<file path="config.mk">
export PLATFORM = sky130hd
export DESIGN_NAME = adc10_sequencer_control
export DESIGN_NICKNAME = d
export VERILOG_FILES = /design/src/design/adc_ctl_pkg.sv /design/src/design/adc_sar_core.sv /design/src/design/adc10_sequencer_control.sv
export SDC_FILE = /design/constraint.sdc
export NUM_CORES = 1
export LEC_CHECK = 0
export BUFFER_PORTS_ARGS = -buffer_cell sky130_fd_sc_hd__buf_2
export CORE_ASPECT_RATIO = 0.6
export CORE_MARGIN = 8
export CORE_UTILIZATION = 52
export CTS_CLUSTER_SIZE = 8
export DETAILED_ROUTE_END_ITERATION = 8
export PLACE_DENSITY_LB_ADDON = 0.25
export SKIP_LAST_GASP = 1
export SLEW_MARGIN = 5
export SYNTH_ARGS = -nofsm -noshare
export SYNTH_HDL_FRONTEND = slang
export SYNTH_HIERARCHICAL = 1
export SYNTH_SLANG_ARGS = --single-unit
</file>
<file path="constraint.sdc">
create_clock -name i_core_clk -period 2 [get_ports i_core_clk]
set_clock_uncertainty 0.2 [all_clocks]
set_input_delay 0.2 -clock i_core_clk [delete_from_list [all_inputs] [get_ports i_core_clk]]
set_output_delay 0.2 -clock i_core_clk [all_outputs]
set_load 0.005 [all_outputs]
</file>
<file path="src/design/adc_ctl_pkg.sv">
// Functional notes
// - 10-bit result, one of eight channels
// - trigger edge: rising, falling or both
// - trigger start: one conversion, halt, irq
// - software start: back to back, irq each
// - resolve msb first, keep decided bits
// - after lsb copy value to result
// - result 16 bits, low six read zero
// - reset clears result register
// - mode takes bit and byte writes, resets zero
// - mode layout: run,source,time,edge,zero
// - run bit 0 stops, 1 enables
// - source bit picks software or trigger
// - edge also gated by edge enable bit 3
// - trigger mode waits in standby for edge
// - edge code 00 none,01 fall,10 rise,11 both
// - channel write aborts; restart or await trigger
// - channel 3-bit code, reset zero
package adc_ctl_pkg;
  localparam logic [15:0] MODE_ADDR = 16'hFF80;
  localparam logic [15:0] CHAN_ADDR = 16'hFF81;
  localparam logic [15:0] RISE_EN_ADDR = 16'hFF49;
  localparam logic [15:0] FALL_EN_ADDR = 16'hFF48;
  localparam logic [15:0] RESULT_ADDR = 16'hFF1E;
  localparam logic [7:0] MODE_RESET = 8'h00;
  localparam logic [7:0] MODE_WMASK = 8'hFE;
  localparam logic [2:0] CHAN_RESET = 3'h0;
  localparam logic [15:0] RESULT_RESET = 16'h0000;
  localparam int RUN_BIT = 7;
  localparam int SRC_BIT = 6;
  localparam int TIME_LO = 3;
  localparam int EDGE_LO = 1;
  localparam int TRIG_EN_BIT = 3;
  localparam int RES_BITS = 10;
  localparam int RES_SHIFT = 6;
  localparam logic [1:0] EDGE_NONE = 2'h0;
  localparam logic [1:0] EDGE_FALL = 2'h1;
  localparam logic [1:0] EDGE_RISE = 2'h2;
  localparam logic [1:0] EDGE_BOTH = 2'h3;
  // cycles per comparison step for each time code, 125 MHz core
  localparam int STEP_CYC_0 = 14;
  localparam int STEP_CYC_1 = 12;
  localparam int STEP_CYC_OTHER = 14;

  typedef struct packed {
    logic run;
    logic src_trig;
    logic [2:0] time_sel;
    logic [1:0] edge_sel;
    logic zero;
  } mode_t;

  typedef struct packed {
    logic wr;
    logic bit_wr;
    logic [2:0] bit_idx;
    logic bit_val;
    logic rd;
    logic [15:0] addr;
    logic [7:0] wdata;
  } cpu_req_t;
endpackage : adc_ctl_pkg

</file>
<file path="src/design/adc_sar_core.sv">
`timescale 1ns/1ps
`default_nettype none
module adc_sar_core
  import adc_ctl_pkg::*;
(
  // clock and reset
  input wire logic i_core_clk,
  input wire logic i_rst_b,
  // control
  input wire logic i_start,
  input wire logic i_abort,
  input wire logic [7:0] i_step_cyc,
  input wire logic i_cmp_ge,
  // results
  output logic [RES_BITS-1:0] o_trial,
  output logic o_busy,
  output logic o_done,
  output logic [RES_BITS-1:0] o_value
);
  logic [RES_BITS-1:0] approximation_shift_reg_q;
  logic [RES_BITS-1:0] probe_q;
  logic [7:0] cnt_q;
  logic busy_q;
  logic done_q;

  assign o_trial = approximation_shift_reg_q;
  assign o_busy = busy_q;
  assign o_done = done_q;
  assign o_value = approximation_shift_reg_q;

  // one bit per step, msb first
  always_ff @(posedge i_core_clk or negedge i_rst_b)
  begin
    if (!i_rst_b)
    begin
      approximation_shift_reg_q <= '0;
      probe_q <= '0;
      cnt_q <= 8'h00;
      busy_q <= 1'b0;
      done_q <= 1'b0;
    end
    else
    begin
      done_q <= 1'b0;
      if (i_abort)
      begin
        busy_q <= 1'b0;
      end
      else if (i_start && !busy_q)
      begin
        busy_q <= 1'b1;
        probe_q <= {1'b1, {(RES_BITS-1){1'b0}}};
        approximation_shift_reg_q <= {1'b1, {(RES_BITS-1){1'b0}}};
        cnt_q <= i_step_cyc;
      end
      else if (busy_q)
      begin
        if (cnt_q > 8'h01)
        begin
          cnt_q <= cnt_q - 8'h01;
        end
        else
        begin
          approximation_shift_reg_q <= (i_cmp_ge ? approximation_shift_reg_q
                                        : (approximation_shift_reg_q & ~probe_q)) | (probe_q >> 1);
          probe_q <= probe_q >> 1;
          cnt_q <= i_step_cyc;
          if (probe_q[0])
          begin
            busy_q <= 1'b0;
            done_q <= 1'b1;
          end
        end
      end
    end
  end
endmodule : adc_sar_core
`default_nettype wire

</file>
<file path="src/design/adc10_sequencer_control.sv">
`timescale 1ns/1ps
`default_nettype none
module adc10_sequencer_control
  import adc_ctl_pkg::*;
(
  // clock and reset
  input wire logic i_core_clk,
  input wire logic i_rst_b,
  // cpu memory access
  input wire cpu_req_t i_cpu,
  output logic [15:0] o_rdata,
  // analog front end
  input wire logic i_cmp_ge,
  input wire logic i_ext_trigger_in,
  output logic [2:0] o_chan,
  output logic [RES_BITS-1:0] o_tap,
  // events
  output logic o_conversion_done_irq,
  output logic o_busy
);
  mode_t converter_mode_reg_q;
  logic [2:0] channel_select_reg_q;
  logic [7:0] rising_edge_en_reg_q;
  logic [7:0] falling_edge_en_reg_q;
  logic [15:0] conversion_result_reg_q;
  logic trig_prev_q;
  logic restart_q;
  logic irq_q;
  logic [15:0] rdata_q;
  logic [2:0] chan_q;
  logic [RES_BITS-1:0] tap_q;
  logic busy_q;
  logic mode_wr;
  logic chan_wr;
  logic [7:0] mode_new;
  logic [7:0] step_cyc;
  logic rise;
  logic fall;
  logic edge_ok;
  logic start;
  logic abort;
  logic sar_busy;
  logic sar_done;
  logic [RES_BITS-1:0] sar_trial;
  logic [RES_BITS-1:0] sar_value;

  // write decode
  assign mode_wr = i_cpu.wr && i_cpu.addr == MODE_ADDR;
  assign chan_wr = i_cpu.wr && i_cpu.addr == CHAN_ADDR;

  always_comb
  begin
    mode_new = converter_mode_reg_q;
    if (i_cpu.bit_wr)
    begin
      mode_new[i_cpu.bit_idx] = i_cpu.bit_val;
    end
    else
    begin
      mode_new = i_cpu.wdata;
    end
    mode_new = mode_new & MODE_WMASK;
  end

  // mode register
  always_ff @(posedge i_core_clk or negedge i_rst_b)
  begin
    if (!i_rst_b)
    begin
      converter_mode_reg_q <= MODE_RESET;
    end
    else if (mode_wr)
    begin
      converter_mode_reg_q <= mode_new;
    end
  end

  always_ff @(posedge i_core_clk or negedge i_rst_b)
  begin
    if (!i_rst_b)
    begin
      channel_select_reg_q <= CHAN_RESET;
    end
    else if (chan_wr)
    begin
      channel_select_reg_q <= i_cpu.bit_wr ? channel_select_reg_q : i_cpu.wdata[2:0];
    end
  end

  // edge enable registers, bit or byte writes
  always_ff @(posedge i_core_clk or negedge i_rst_b)
  begin
    if (!i_rst_b)
    begin
      rising_edge_en_reg_q <= 8'h00;
      falling_edge_en_reg_q <= 8'h00;
    end
    else if (i_cpu.wr)
    begin
      if (i_cpu.addr == RISE_EN_ADDR)
      begin
        if (i_cpu.bit_wr)
          rising_edge_en_reg_q[i_cpu.bit_idx] <= i_cpu.bit_val;
        else
          rising_edge_en_reg_q <= i_cpu.wdata;
      end
      if (i_cpu.addr == FALL_EN_ADDR)
      begin
        if (i_cpu.bit_wr)
          falling_edge_en_reg_q[i_cpu.bit_idx] <= i_cpu.bit_val;
        else
          falling_edge_en_reg_q <= i_cpu.wdata;
      end
    end
  end

  // trigger edge detection
  always_ff @(posedge i_core_clk or negedge i_rst_b)
  begin
    if (!i_rst_b)
      trig_prev_q <= 1'b0;
    else
      trig_prev_q <= i_ext_trigger_in;
  end

  assign rise = i_ext_trigger_in && !trig_prev_q;
  assign fall = !i_ext_trigger_in && trig_prev_q;

  always_comb
  begin
    unique case (converter_mode_reg_q.edge_sel)
      EDGE_NONE: edge_ok = 1'b0;
      EDGE_FALL: edge_ok = fall && falling_edge_en_reg_q[TRIG_EN_BIT];
      EDGE_RISE: edge_ok = rise && rising_edge_en_reg_q[TRIG_EN_BIT];
      EDGE_BOTH: edge_ok = (fall && falling_edge_en_reg_q[TRIG_EN_BIT])
                           || (rise && rising_edge_en_reg_q[TRIG_EN_BIT]);
    endcase
  end

  // conversion time select
  always_comb
  begin
    unique case (converter_mode_reg_q.time_sel)
      3'h0: step_cyc = 8'(STEP_CYC_0);
      3'h1: step_cyc = 8'(STEP_CYC_1);
      default: step_cyc = 8'(STEP_CYC_OTHER);
    endcase
  end

  assign abort = mode_wr || chan_wr || !converter_mode_reg_q.run;

  assign start = !abort && converter_mode_reg_q.run && !sar_busy
                 && (converter_mode_reg_q.src_trig ? edge_ok : restart_q);

  // software mode: rearm after abort or done
  always_ff @(posedge i_core_clk or negedge i_rst_b)
  begin
    if (!i_rst_b)
      restart_q <= 1'b0;
    else
      restart_q <= !converter_mode_reg_q.src_trig;
  end

  adc_sar_core u_sar (
    .i_core_clk(i_core_clk),
    .i_rst_b(i_rst_b),
    .i_start(start),
    .i_abort(abort),
    .i_step_cyc(step_cyc),
    .i_cmp_ge(i_cmp_ge),
    .o_trial(sar_trial),
    .o_busy(sar_busy),
    .o_done(sar_done),
    .o_value(sar_value)
  );

  always_ff @(posedge i_core_clk or negedge i_rst_b)
  begin
    if (!i_rst_b)
      conversion_result_reg_q <= RESULT_RESET;
    else if (sar_done && !abort)
      conversion_result_reg_q <= {sar_value, {RES_SHIFT{1'b0}}};
  end

  always_ff @(posedge i_core_clk or negedge i_rst_b)
  begin
    if (!i_rst_b)
      irq_q <= 1'b0;
    else
      irq_q <= sar_done && !abort;
  end

  // read mux, result low six bits zero
  always_ff @(posedge i_core_clk or negedge i_rst_b)
  begin
    if (!i_rst_b)
      rdata_q <= 16'h0000;
    else if (i_cpu.rd)
    begin
      unique case (i_cpu.addr)
        MODE_ADDR: rdata_q <= {8'h00, converter_mode_reg_q};
        CHAN_ADDR: rdata_q <= {13'h0000, channel_select_reg_q};
        RISE_EN_ADDR: rdata_q <= {8'h00, rising_edge_en_reg_q};
        FALL_EN_ADDR: rdata_q <= {8'h00, falling_edge_en_reg_q};
        RESULT_ADDR: rdata_q <= conversion_result_reg_q & 16'hFFC0;
        default: rdata_q <= 16'h0000;
      endcase
    end
  end

  // analog side drive
  always_ff @(posedge i_core_clk or negedge i_rst_b)
  begin
    if (!i_rst_b)
    begin
      chan_q <= 3'h0;
      tap_q <= '0;
      busy_q <= 1'b0;
    end
    else
    begin
      chan_q <= channel_select_reg_q;
      tap_q <= sar_trial;
      busy_q <= sar_busy;
    end
  end

  assign o_rdata = rdata_q;
  assign o_chan = chan_q;
  assign o_tap = tap_q;
  assign o_conversion_done_irq = irq_q;
  assign o_busy = busy_q;

  // checks
  // result low bits zero
  result_low_a: assert property (@(posedge i_core_clk) disable iff (!i_rst_b)
    conversion_result_reg_q[5:0] == 6'h00) else $error("result low bits nonzero");
  // done loads result
  result_load_a: assert property (@(posedge i_core_clk) disable iff (!i_rst_b)
    (sar_done && !abort) |=> conversion_result_reg_q == {$past(sar_value), 6'h00})
    else $error("result not loaded");
  // irq follows done
  irq_follow_a: assert property (@(posedge i_core_clk) disable iff (!i_rst_b)
    (sar_done && !abort) |=> o_conversion_done_irq) else $error("missing irq");
  // stopped means idle
  run_stop_a: assert property (@(posedge i_core_clk) disable iff (!i_rst_b)
    !converter_mode_reg_q.run |=> !sar_busy) else $error("busy while stopped");
  // bit zero fixed
  mode_zero_a: assert property (@(posedge i_core_clk) disable iff (!i_rst_b)
    converter_mode_reg_q.zero == 1'b0) else $error("mode bit0 set");
  // channel write aborts
  chan_abort_a: assert property (@(posedge i_core_clk) disable iff (!i_rst_b)
    (chan_wr && sar_busy) |=> !sar_busy) else $error("no abort on channel write");
  // trigger mode needs edge
  trig_wait_a: assert property (@(posedge i_core_clk) disable iff (!i_rst_b)
    (converter_mode_reg_q.src_trig && !sar_busy && !edge_ok) |=> !sar_busy)
    else $error("start without edge");
  // software mode restarts
  sw_restart_a: assert property (@(posedge i_core_clk) disable iff (!i_rst_b)
    (sar_done && converter_mode_reg_q.run && !converter_mode_reg_q.src_trig && !abort
     && !i_cpu.wr) |=> ##1 sar_busy) else $error("no restart");
endmodule : adc10_sequencer_control
`default_nettype wire

</file>
Word-level counts from Yosys, hierarchy flattened
Cells that the tools add are included.
{"block": "word_totals", "register_bits": 99, "in_bits": 35, "out_inout_bits": 31, "wordCells": 99}
{"block": "classes", "add_sub_neg": 1, "n_lt_le_gt_ge": 3, "eq_ne": 10, "muxes": 32, "n_bitwise": 5, "reduce_logical": 28}
{"op": "equality test 16 bit, second input constant", "n": 5}
{"op": "one-hot mux 16 bit (5 select lines)", "n": 1}
{"op": "two-way mux 10 bit", "n": 7}
{"op": "two-way mux 8 bit", "n": 6}
{"op": "bitwise mux 8 bit", "n": 3}
{"op": "logical AND 1 bit", "n": 12}
{"op": "two-way mux 1 bit", "n": 12}
{"op": "AND 10 bit", "n": 1}
{"op": "inverter 10 bit", "n": 1}
{"op": "OR 10 x 9 -> 10 bit", "n": 1}
{"op": "greater-than comparator 8 x 1 -> 1 bit, second input constant", "n": 1}
{"op": "AND reduction 2 bit", "n": 4}
{"op": "subtractor 8 x 1 -> 8 bit, second input constant", "n": 1}
{"op": "logical NOT 1 bit", "n": 6}
{"op": "equality test 2 bit, second input constant", "n": 2}
{"op": "less-than comparator 3 x 4 -> 1 bit, second input constant", "n": 1}
{"op": "one-hot mux 1 bit (4 select lines)", "n": 1}
{"op": "demux 1 bit (select 3 bit)", "n": 1}
{"op": "equality test 3 x 1 -> 1 bit, second input constant", "n": 1}
{"op": "greater-or-equal comparator 3 x 1 -> 1 bit, second input constant", "n": 1}
{"op": "logical OR 1 bit", "n": 3}
{"op": "AND reduction 3 bit", "n": 1}
{"op": "equality test 2 x 1 -> 1 bit, second input constant", "n": 1}
{"op": "logical NOT 2 bit", "n": 1}
{"op": "4 further kinds", "n": 5}

Depth between registers and ports, before layout
{"block": "depth", "word_depth": 11, "mapped_depth": 11, "mapped_depth_nobuf": 8}

Modules after synthesis
The synthesis kept the hierarchy.
{"mod": "adc10_sequencer_control", "n_inst": 1, "cells_each": 265, "area_each_um2": 3206.8, "seq_area_each_um2": 1726.7}
{"mod": "adc_sar_core", "n_inst": 1, "cells_each": 166, "area_each_um2": 1566.5, "seq_area_each_um2": 750.7}

Least setup slack after synthesis
Ideal clock, no wire load.
{"block": "synth_path", "path_type": "input to register", "startpoint": "in i_cpu[10] (netlist bit)", "endpoint": "reg u_sar.cnt_q[5]", "setup_ps": 137, "t_arrival_ps": 2142, "required_ps": 1663, "path_slack_ps": -479, "stages": 11, "path_buffers": 3, "path_cell_list": "or3_1 > buf_2 > nor4_4 > nand2_1 > and3_1 > nor2_1 > or2_2 > clkbuf_1 > clkbuf_1 > a21oi_1 > a2bb2oi_1"}
{"block": "synth_between", "elab_chain_cells": 11, "elab_cells_between_ends": 15, "cone_classes": "eq/ne: 2; mux: 1; bitwise: 1; reduce/logical: 11"}
{"element": "start: declaration", "line": "adc10_sequencer_control.sv:10", "rtl": "input wire cpu_req_t i_cpu,"}
{"element": "equality test 16 bit, on equally long branches", "line": "adc10_sequencer_control.sv:48, adc10_sequencer_control.sv:49"}
{"element": "logical AND 1 bit, on equally long branches", "line": "adc10_sequencer_control.sv:48, adc10_sequencer_control.sv:49"}
{"element": "logical OR 1 bit * (2 in a row)", "line": "adc10_sequencer_control.sv:150", "rtl": "assign abort = mode_wr || chan_wr || !converter_mode_reg_q.run;"}
{"element": "logical NOT 1 bit *", "line": "adc10_sequencer_control.sv:152", "rtl": "assign start = !abort && converter_mode_reg_q.run && !sar_busy"}
{"element": "logical AND 1 bit * (2 in a row)", "line": "adc10_sequencer_control.sv:152"}
{"element": "logical AND 1 bit *", "line": "adc10_sequencer_control.sv:153", "rtl": "&& (converter_mode_reg_q.src_trig ? edge_ok : restart_q);"}
{"element": "net start", "line": "adc10_sequencer_control.sv:40", "rtl": "logic start;"}
{"element": "logical AND 1 bit *", "line": "adc_sar_core.sv:49", "rtl": "else if (i_start && !busy_q)"}
{"element": "nonzero test 2 bit (no source line)"}
{"element": "AND reduction 2 bit (no source line)"}
{"element": "end signal: assignment", "line": "adc_sar_core.sv:54", "rtl": "cnt_q <= i_step_cyc;"}
{"element": "end signal: assignment", "line": "adc_sar_core.sv:60", "rtl": "cnt_q <= cnt_q - 8'h01;"}
{"element": "end signal: assignment", "line": "adc_sar_core.sv:67", "rtl": "cnt_q <= i_step_cyc;"}
{"element": "end: declaration", "line": "adc_sar_core.sv:22", "rtl": "logic [7:0] cnt_q;"}
The timed path passes the listed nets; every way through them passes the cells marked *.
A chain may end at the register's enable or synchronous reset.

Worst setup path after layout
{"block": "layout_path", "startpoint": "reg trig_prev_q", "endpoint": "reg u_sar.approximation_shift_reg_q[6] (netlist: u_sar/o_trial[6])"}
{"block": "layout_between", "elab_chain_cells": 10, "elab_cells_between_ends": 14, "cone_classes": "eq/ne: 1; mux: 3; reduce/logical: 10"}
{"element": "start: declaration", "line": "adc10_sequencer_control.sv:26", "rtl": "logic trig_prev_q;"}
{"element": "start signal: assignment", "line": "adc10_sequencer_control.sv:123", "rtl": "trig_prev_q <= i_ext_trigger_in;"}
{"element": "logical NOT 1 bit", "line": "adc10_sequencer_control.sv:126", "rtl": "assign rise = i_ext_trigger_in && !trig_prev_q;"}
{"element": "logical AND 1 bit", "line": "adc10_sequencer_control.sv:126"}
{"element": "logical AND 1 bit", "line": "adc10_sequencer_control.sv:134, adc10_sequencer_control.sv:136"}
{"element": "logical OR 1 bit", "line": "adc10_sequencer_control.sv:136", "rtl": "|| (rise && rising_edge_en_reg_q[TRIG_EN_BIT]);"}
{"element": "one-hot mux 1 bit (4 select lines) *", "line": "adc10_sequencer_control.sv:131", "rtl": "unique case (converter_mode_reg_q.edge_sel)"}
{"element": "two-way mux 1 bit *", "line": "adc10_sequencer_control.sv:153"}
{"element": "logical AND 1 bit *", "line": "adc10_sequencer_control.sv:153"}
{"element": "net start", "line": "adc10_sequencer_control.sv:40"}
{"element": "logical AND 1 bit *", "line": "adc_sar_core.sv:49"}
{"element": "!= test 2 x 1 -> 1 bit (no source line) / nonzero test 2 bit (equally long branches)"}
{"element": "AND reduction 3 bit (no source line)"}
{"element": "end signal: assignment", "line": "adc_sar_core.sv:53", "rtl": "approximation_shift_reg_q <= {1'b1, {(RES_BITS-1){1'b0}}};"}
{"element": "end signal: assignment", "line": "adc_sar_core.sv:64", "rtl": "approximation_shift_reg_q <= (i_cmp_ge ? approximation_shift_reg_q"}
{"element": "end: declaration", "line": "adc_sar_core.sv:20", "rtl": "logic [RES_BITS-1:0] approximation_shift_reg_q;"}
Marked as above.

==> impl_results.md <==
* Total congestion overflow after global routing at 0
* Initial drt markers at between 200 and 250
* Critical path data arrival time at 2.30 ns
* Setup_tns at -3.27 ns
* Starting Density at a little over half
* CP startpoint kind: register
* Cell family with most CP delay: compound AO/OA/AOI/OAI gates
* Total vias in the final route at a little under 4000
* RSZ-0062 raised after global routing: yes
* Detailed-routed wire length on met2 at approximately 5500 um
* Yosys warnings at 6
* Area overhead of the layout relative to synthesis at 30.3%
* Total detailed-routing wirelength at between 10000 and 15000 um
* Peak per-stage delay on the critical path at 0.39 ns
* Area contributors post-synth: sky130_fd_sc_hd__dfrtp_1, sky130_fd_sc_hd__mux2_1, sky130_fd_sc_hd__mux2_2
* Cell row count at 27
* Maximum clock path buffer count at 2
* Height of the die at between 90 and 100 um
* Clock latency reported for the late side of the worst-skew pair at ~0.36 ns
* DR WL/cell at 19.2 um
* Layout Cell Area excl Fill at around 6200 um2
* Number of placed I/O pins at 66
* End-of-flow core utilization at about 69%
* Worst-margin pin slew at approximately 0.54 ns
* Post-layout net count at 580
* Number of iterations in the first detailed-routing pass at 5
* Diodes inserted at 0
* Flops & latches, synth at 99
* Setup ws final at -0.244 ns
* Area post-placement at approximately 5600 um2
* Instance count of the mapped netlist at around 430
* Max Cap Viol at 0
* Register clock-pin slew on the reported worst setup and hold paths at roughly 0.08 ns
* Cell at the root of the clock tree: sky130_fd_sc_hd__clkbuf_16
* Commonest register cell after synthesis: sky130_fd_sc_hd__dfrtp_1
* Average cell area after synthesis at between 10 and 15 um2
* Violations in the final reports: setup timing
* CTS buffer count at 9
* Ratio of cells with drive above 1 in the final layout at between 30% and 40%
* Aggregate global-route resource usage at 20.5%
* Slowest stage cell, crit path: sky130_fd_sc_hd__dfrtp_1
* Crit path max fanout at 8
* Fin crit period at ~2.2 ns
* Residual antenna-violating net count after detailed routing at 0
* Routed metal-1 wirelength at just over 6000 um
* Vias in the first global route at 3936
* Endpoint of the lowest-slack register-to-register path: u_sar/o_trial[6]
* Total DRC errors in the routed layout at 0
* Hold_ws at 0.117 ns
* Final hold violation count at 0
* Portion of the post-synthesis area used by sequential elements at about half
* Top metal layer carrying routed signals: met4
* WP data required at ~2 ns
* Core region area at 9050 um2
* Pre-CTS worst setup slack at -0.506 ns
* Half-perimeter wire length after detailed placement at between 8000 and 9000 um
* Most area-hungry cell type in the Yosys netlist: sky130_fd_sc_hd__dfrtp_1
* Result of the run: complete, but fails checks
* Worst slew slack as a fraction of its limit at 63.6%
* Total count of max-transition violations in the final report at 0
* Async set-or-reset flop fraction in the synthesized netlist at 100%
* Placer congestion estimate at between 0.8 and 0.9
* Type of element capturing the critical path: register
* # placed instances at 632
* Crit Path Category: register to register
* Sinks on the clock net at 99
* Reg2Reg Setup Slack at -0.24 ns
* Maximum frequency from static timing analysis at about 450 MHz
* Post-synth top area share at about half
* Clock tree from TritonCTS: yes
* Pin count of the biggest net entering global routing at 37
* Worst VDD drop at 476 uV
* Number of flops mapped to enable cells by yosys at 0
* Pleak at roughly 3 nW
* Antenna violations before repair at 0
* Final cycle utilization of the critical path at 112%
* H-tree depth at 3
* CP Cell Sequence: nand4b_1 -> a311oi_2 -> and3_4 -> nor2b_4 -> buf_8 -> a21oi_2 -> o31a_1 -> a21o_1
* Count of endpoints failing setup in the final report at 21
* Number of cell instances on the worst register-to-register path at 8
* Global-route wire length before repair at 20600 um
* IO Port Bufs at 65
* R2r startpoint: trig_prev_q
* Final non-filler cell total at about 660
* Netlist area before placement at approximately 4800 um2
* Die Area at around 13000 um2
* Met3 layer wire length in the routed design at around 1000 um
* Routed via count divided by cell count at between 5 and 6
* Path class of the lowest-slack min-delay path: primary input to asynchronous set/reset pin
* Number of library cell types mapped by synthesis at 58
* Die width at roughly 140 um
* Cell area power density at between 600 and 700 nW/um2
* Critical path buffers and inverters at 1
* Power consumption at 4.07 mW
cell usage after synthesis (all sizes together) (3+ instances only):
cell type	instances
a22o	10
a2bb2oi	3
nor2b	5
o31ai	8
a32oi	7
and3	3
or4b	3
buf	18
nand3	23
a21o	4
inv	15
nor4	8
nand2	28
o21ai	28
dfrtp	99
nor3b	3
o211ai	3
a21oi	19
clkbuf	16
o2bb2ai	3
a211oi	5
nand4b	5
nor2	17
o31a	3
nand4	18
nand2b	3
mux2	44
a31oi	4
state kept, by name, indices dropped and copies added (netlist names), 3 cells and up:
| register | flops |
|---|---|
| channel_select_reg_q | 3 |
| conversion_result_reg_q | 10 |
| converter_mode_reg_q | 7 |
| falling_edge_en_reg_q | 8 |
| o_chan | 3 |
| o_rdata | 16 |
| o_tap | 10 |
| rising_edge_en_reg_q | 8 |
| u_sar/cnt_q | 8 |
| u_sar/o_trial | 10 |
| u_sar/probe_q | 10 |
kinds of logic after synthesis:
family | Yosys count | share of synthesized area [%]
and+or+nand+nor | 125 | 16.4
buffers and inverters | 51 | 5.22
other | 2 | 0.157
muxes | 45 | 10.6
DFF | 99 | 51.9
AOI/OAI and AO/OA | 107 | 15.2
adders and majority gates | 2 | 0.524
area by class of cell:
class / count / area (um2)
inverters: 17 / 63.8
fillers: 674 / 2840
clock buffers: 9 / 225
clock inverters: 7 / 91.3
flip-flops and latches: 99 / 2480
multi-input cells: 291 / 2320
well taps: 116 / 145
repair buffers: 125 / 900
worst max-delay path by stage:
| stage | from | endpoint | slack, ns | depth (start not counted) |
|---|---|---|---|---|
| 5_1_grt | trig_prev_q | u_sar/o_trial[6] | -0.29 | 8 |
| 3_3_place_gp | i_cpu[14] | u_sar/cnt_q[3] | -0.47 | 9 |
| 6_report | trig_prev_q | u_sar/o_trial[6] | -0.24 | 8 |
| 3_5_place_dp | i_cpu[14] | u_sar/cnt_q[6] | -0.51 | 9 |
| 4_1_cts | trig_prev_q | u_sar/o_trial[6] | -0.23 | 8 |
| 2_1_floorplan | i_cpu[14] | u_sar/cnt_q[3] | -0.29 | 8 |
worst reg2reg max path: cells and delay by family, from the launching register on:
kind / cells / cell delay, ns
flip-flops: 1 / 0.39
AND/OR/NAND/NOR: 3 / 0.60
buffers and inverters: 1 / 0.14
AO/OA/AOI/OAI: 4 / 0.81
layout by cell type (no fill, tap or decap), drive strengths merged, types with 2 or more instances in the layout:
cell type / netlist / layout
and3: 3 / 3
clkinv: 2 / 5
a31oi: 4 / 5
nor2b: 5 / 5
or3: 2 / 2
o2bb2ai: 3 / 3
or2: 2 / 5
o21ai: 28 / 28
nand4: 18 / 18
conb: 2 / 8
o31a: 3 / 3
nor3b: 3 / 3
a211oi: 5 / 5
ha: 2 / 2
inv: 15 / 19
dlygate4sd3: 0 / 6
nand4b: 5 / 5
a22o: 10 / 10
a22oi: 2 / 2
mux2: 44 / 44
buf: 18 / 119
nand3: 23 / 23
a21oi: 19 / 19
o31ai: 8 / 8
a21o: 4 / 4
a32oi: 7 / 7
clkbuf: 16 / 9
o211ai: 3 / 3
nor4: 8 / 8
or4b: 3 / 3
nand2: 28 / 28
dfrtp: 99 / 99
nand2b: 3 / 3
a2bb2oi: 3 / 3
nor2: 17 / 17
layer usage:
metal | track usage (%) | up-vias
met5 | 0 | -
met4 | 5.93 | 0
met3 | 6.91 | 15
met2 | 29.1 | 141
met1 | 29.0 | 1972
li1 | - | 1823
what timing repair did:
action | CTS | global route
buffers inserted | 2 | 5
cloned | 4 | 0
setup endpoints to repair | 29 | 28
pin swaps | 18 | 17
hold buffers | 6 | 0
resized for setup | 26 | 20
endpoints found under the hold margin | 106 | 0
power breakdown:
group | switching [mW] | internal, mW | total, mW
clock | 0.894 | 0.907 | 1.80
combinational | 0.158 | 0.0947 | 0.253
sequential | 0.00750 | 2.01 | 2.02
Power figures use the tool's default switching activity.
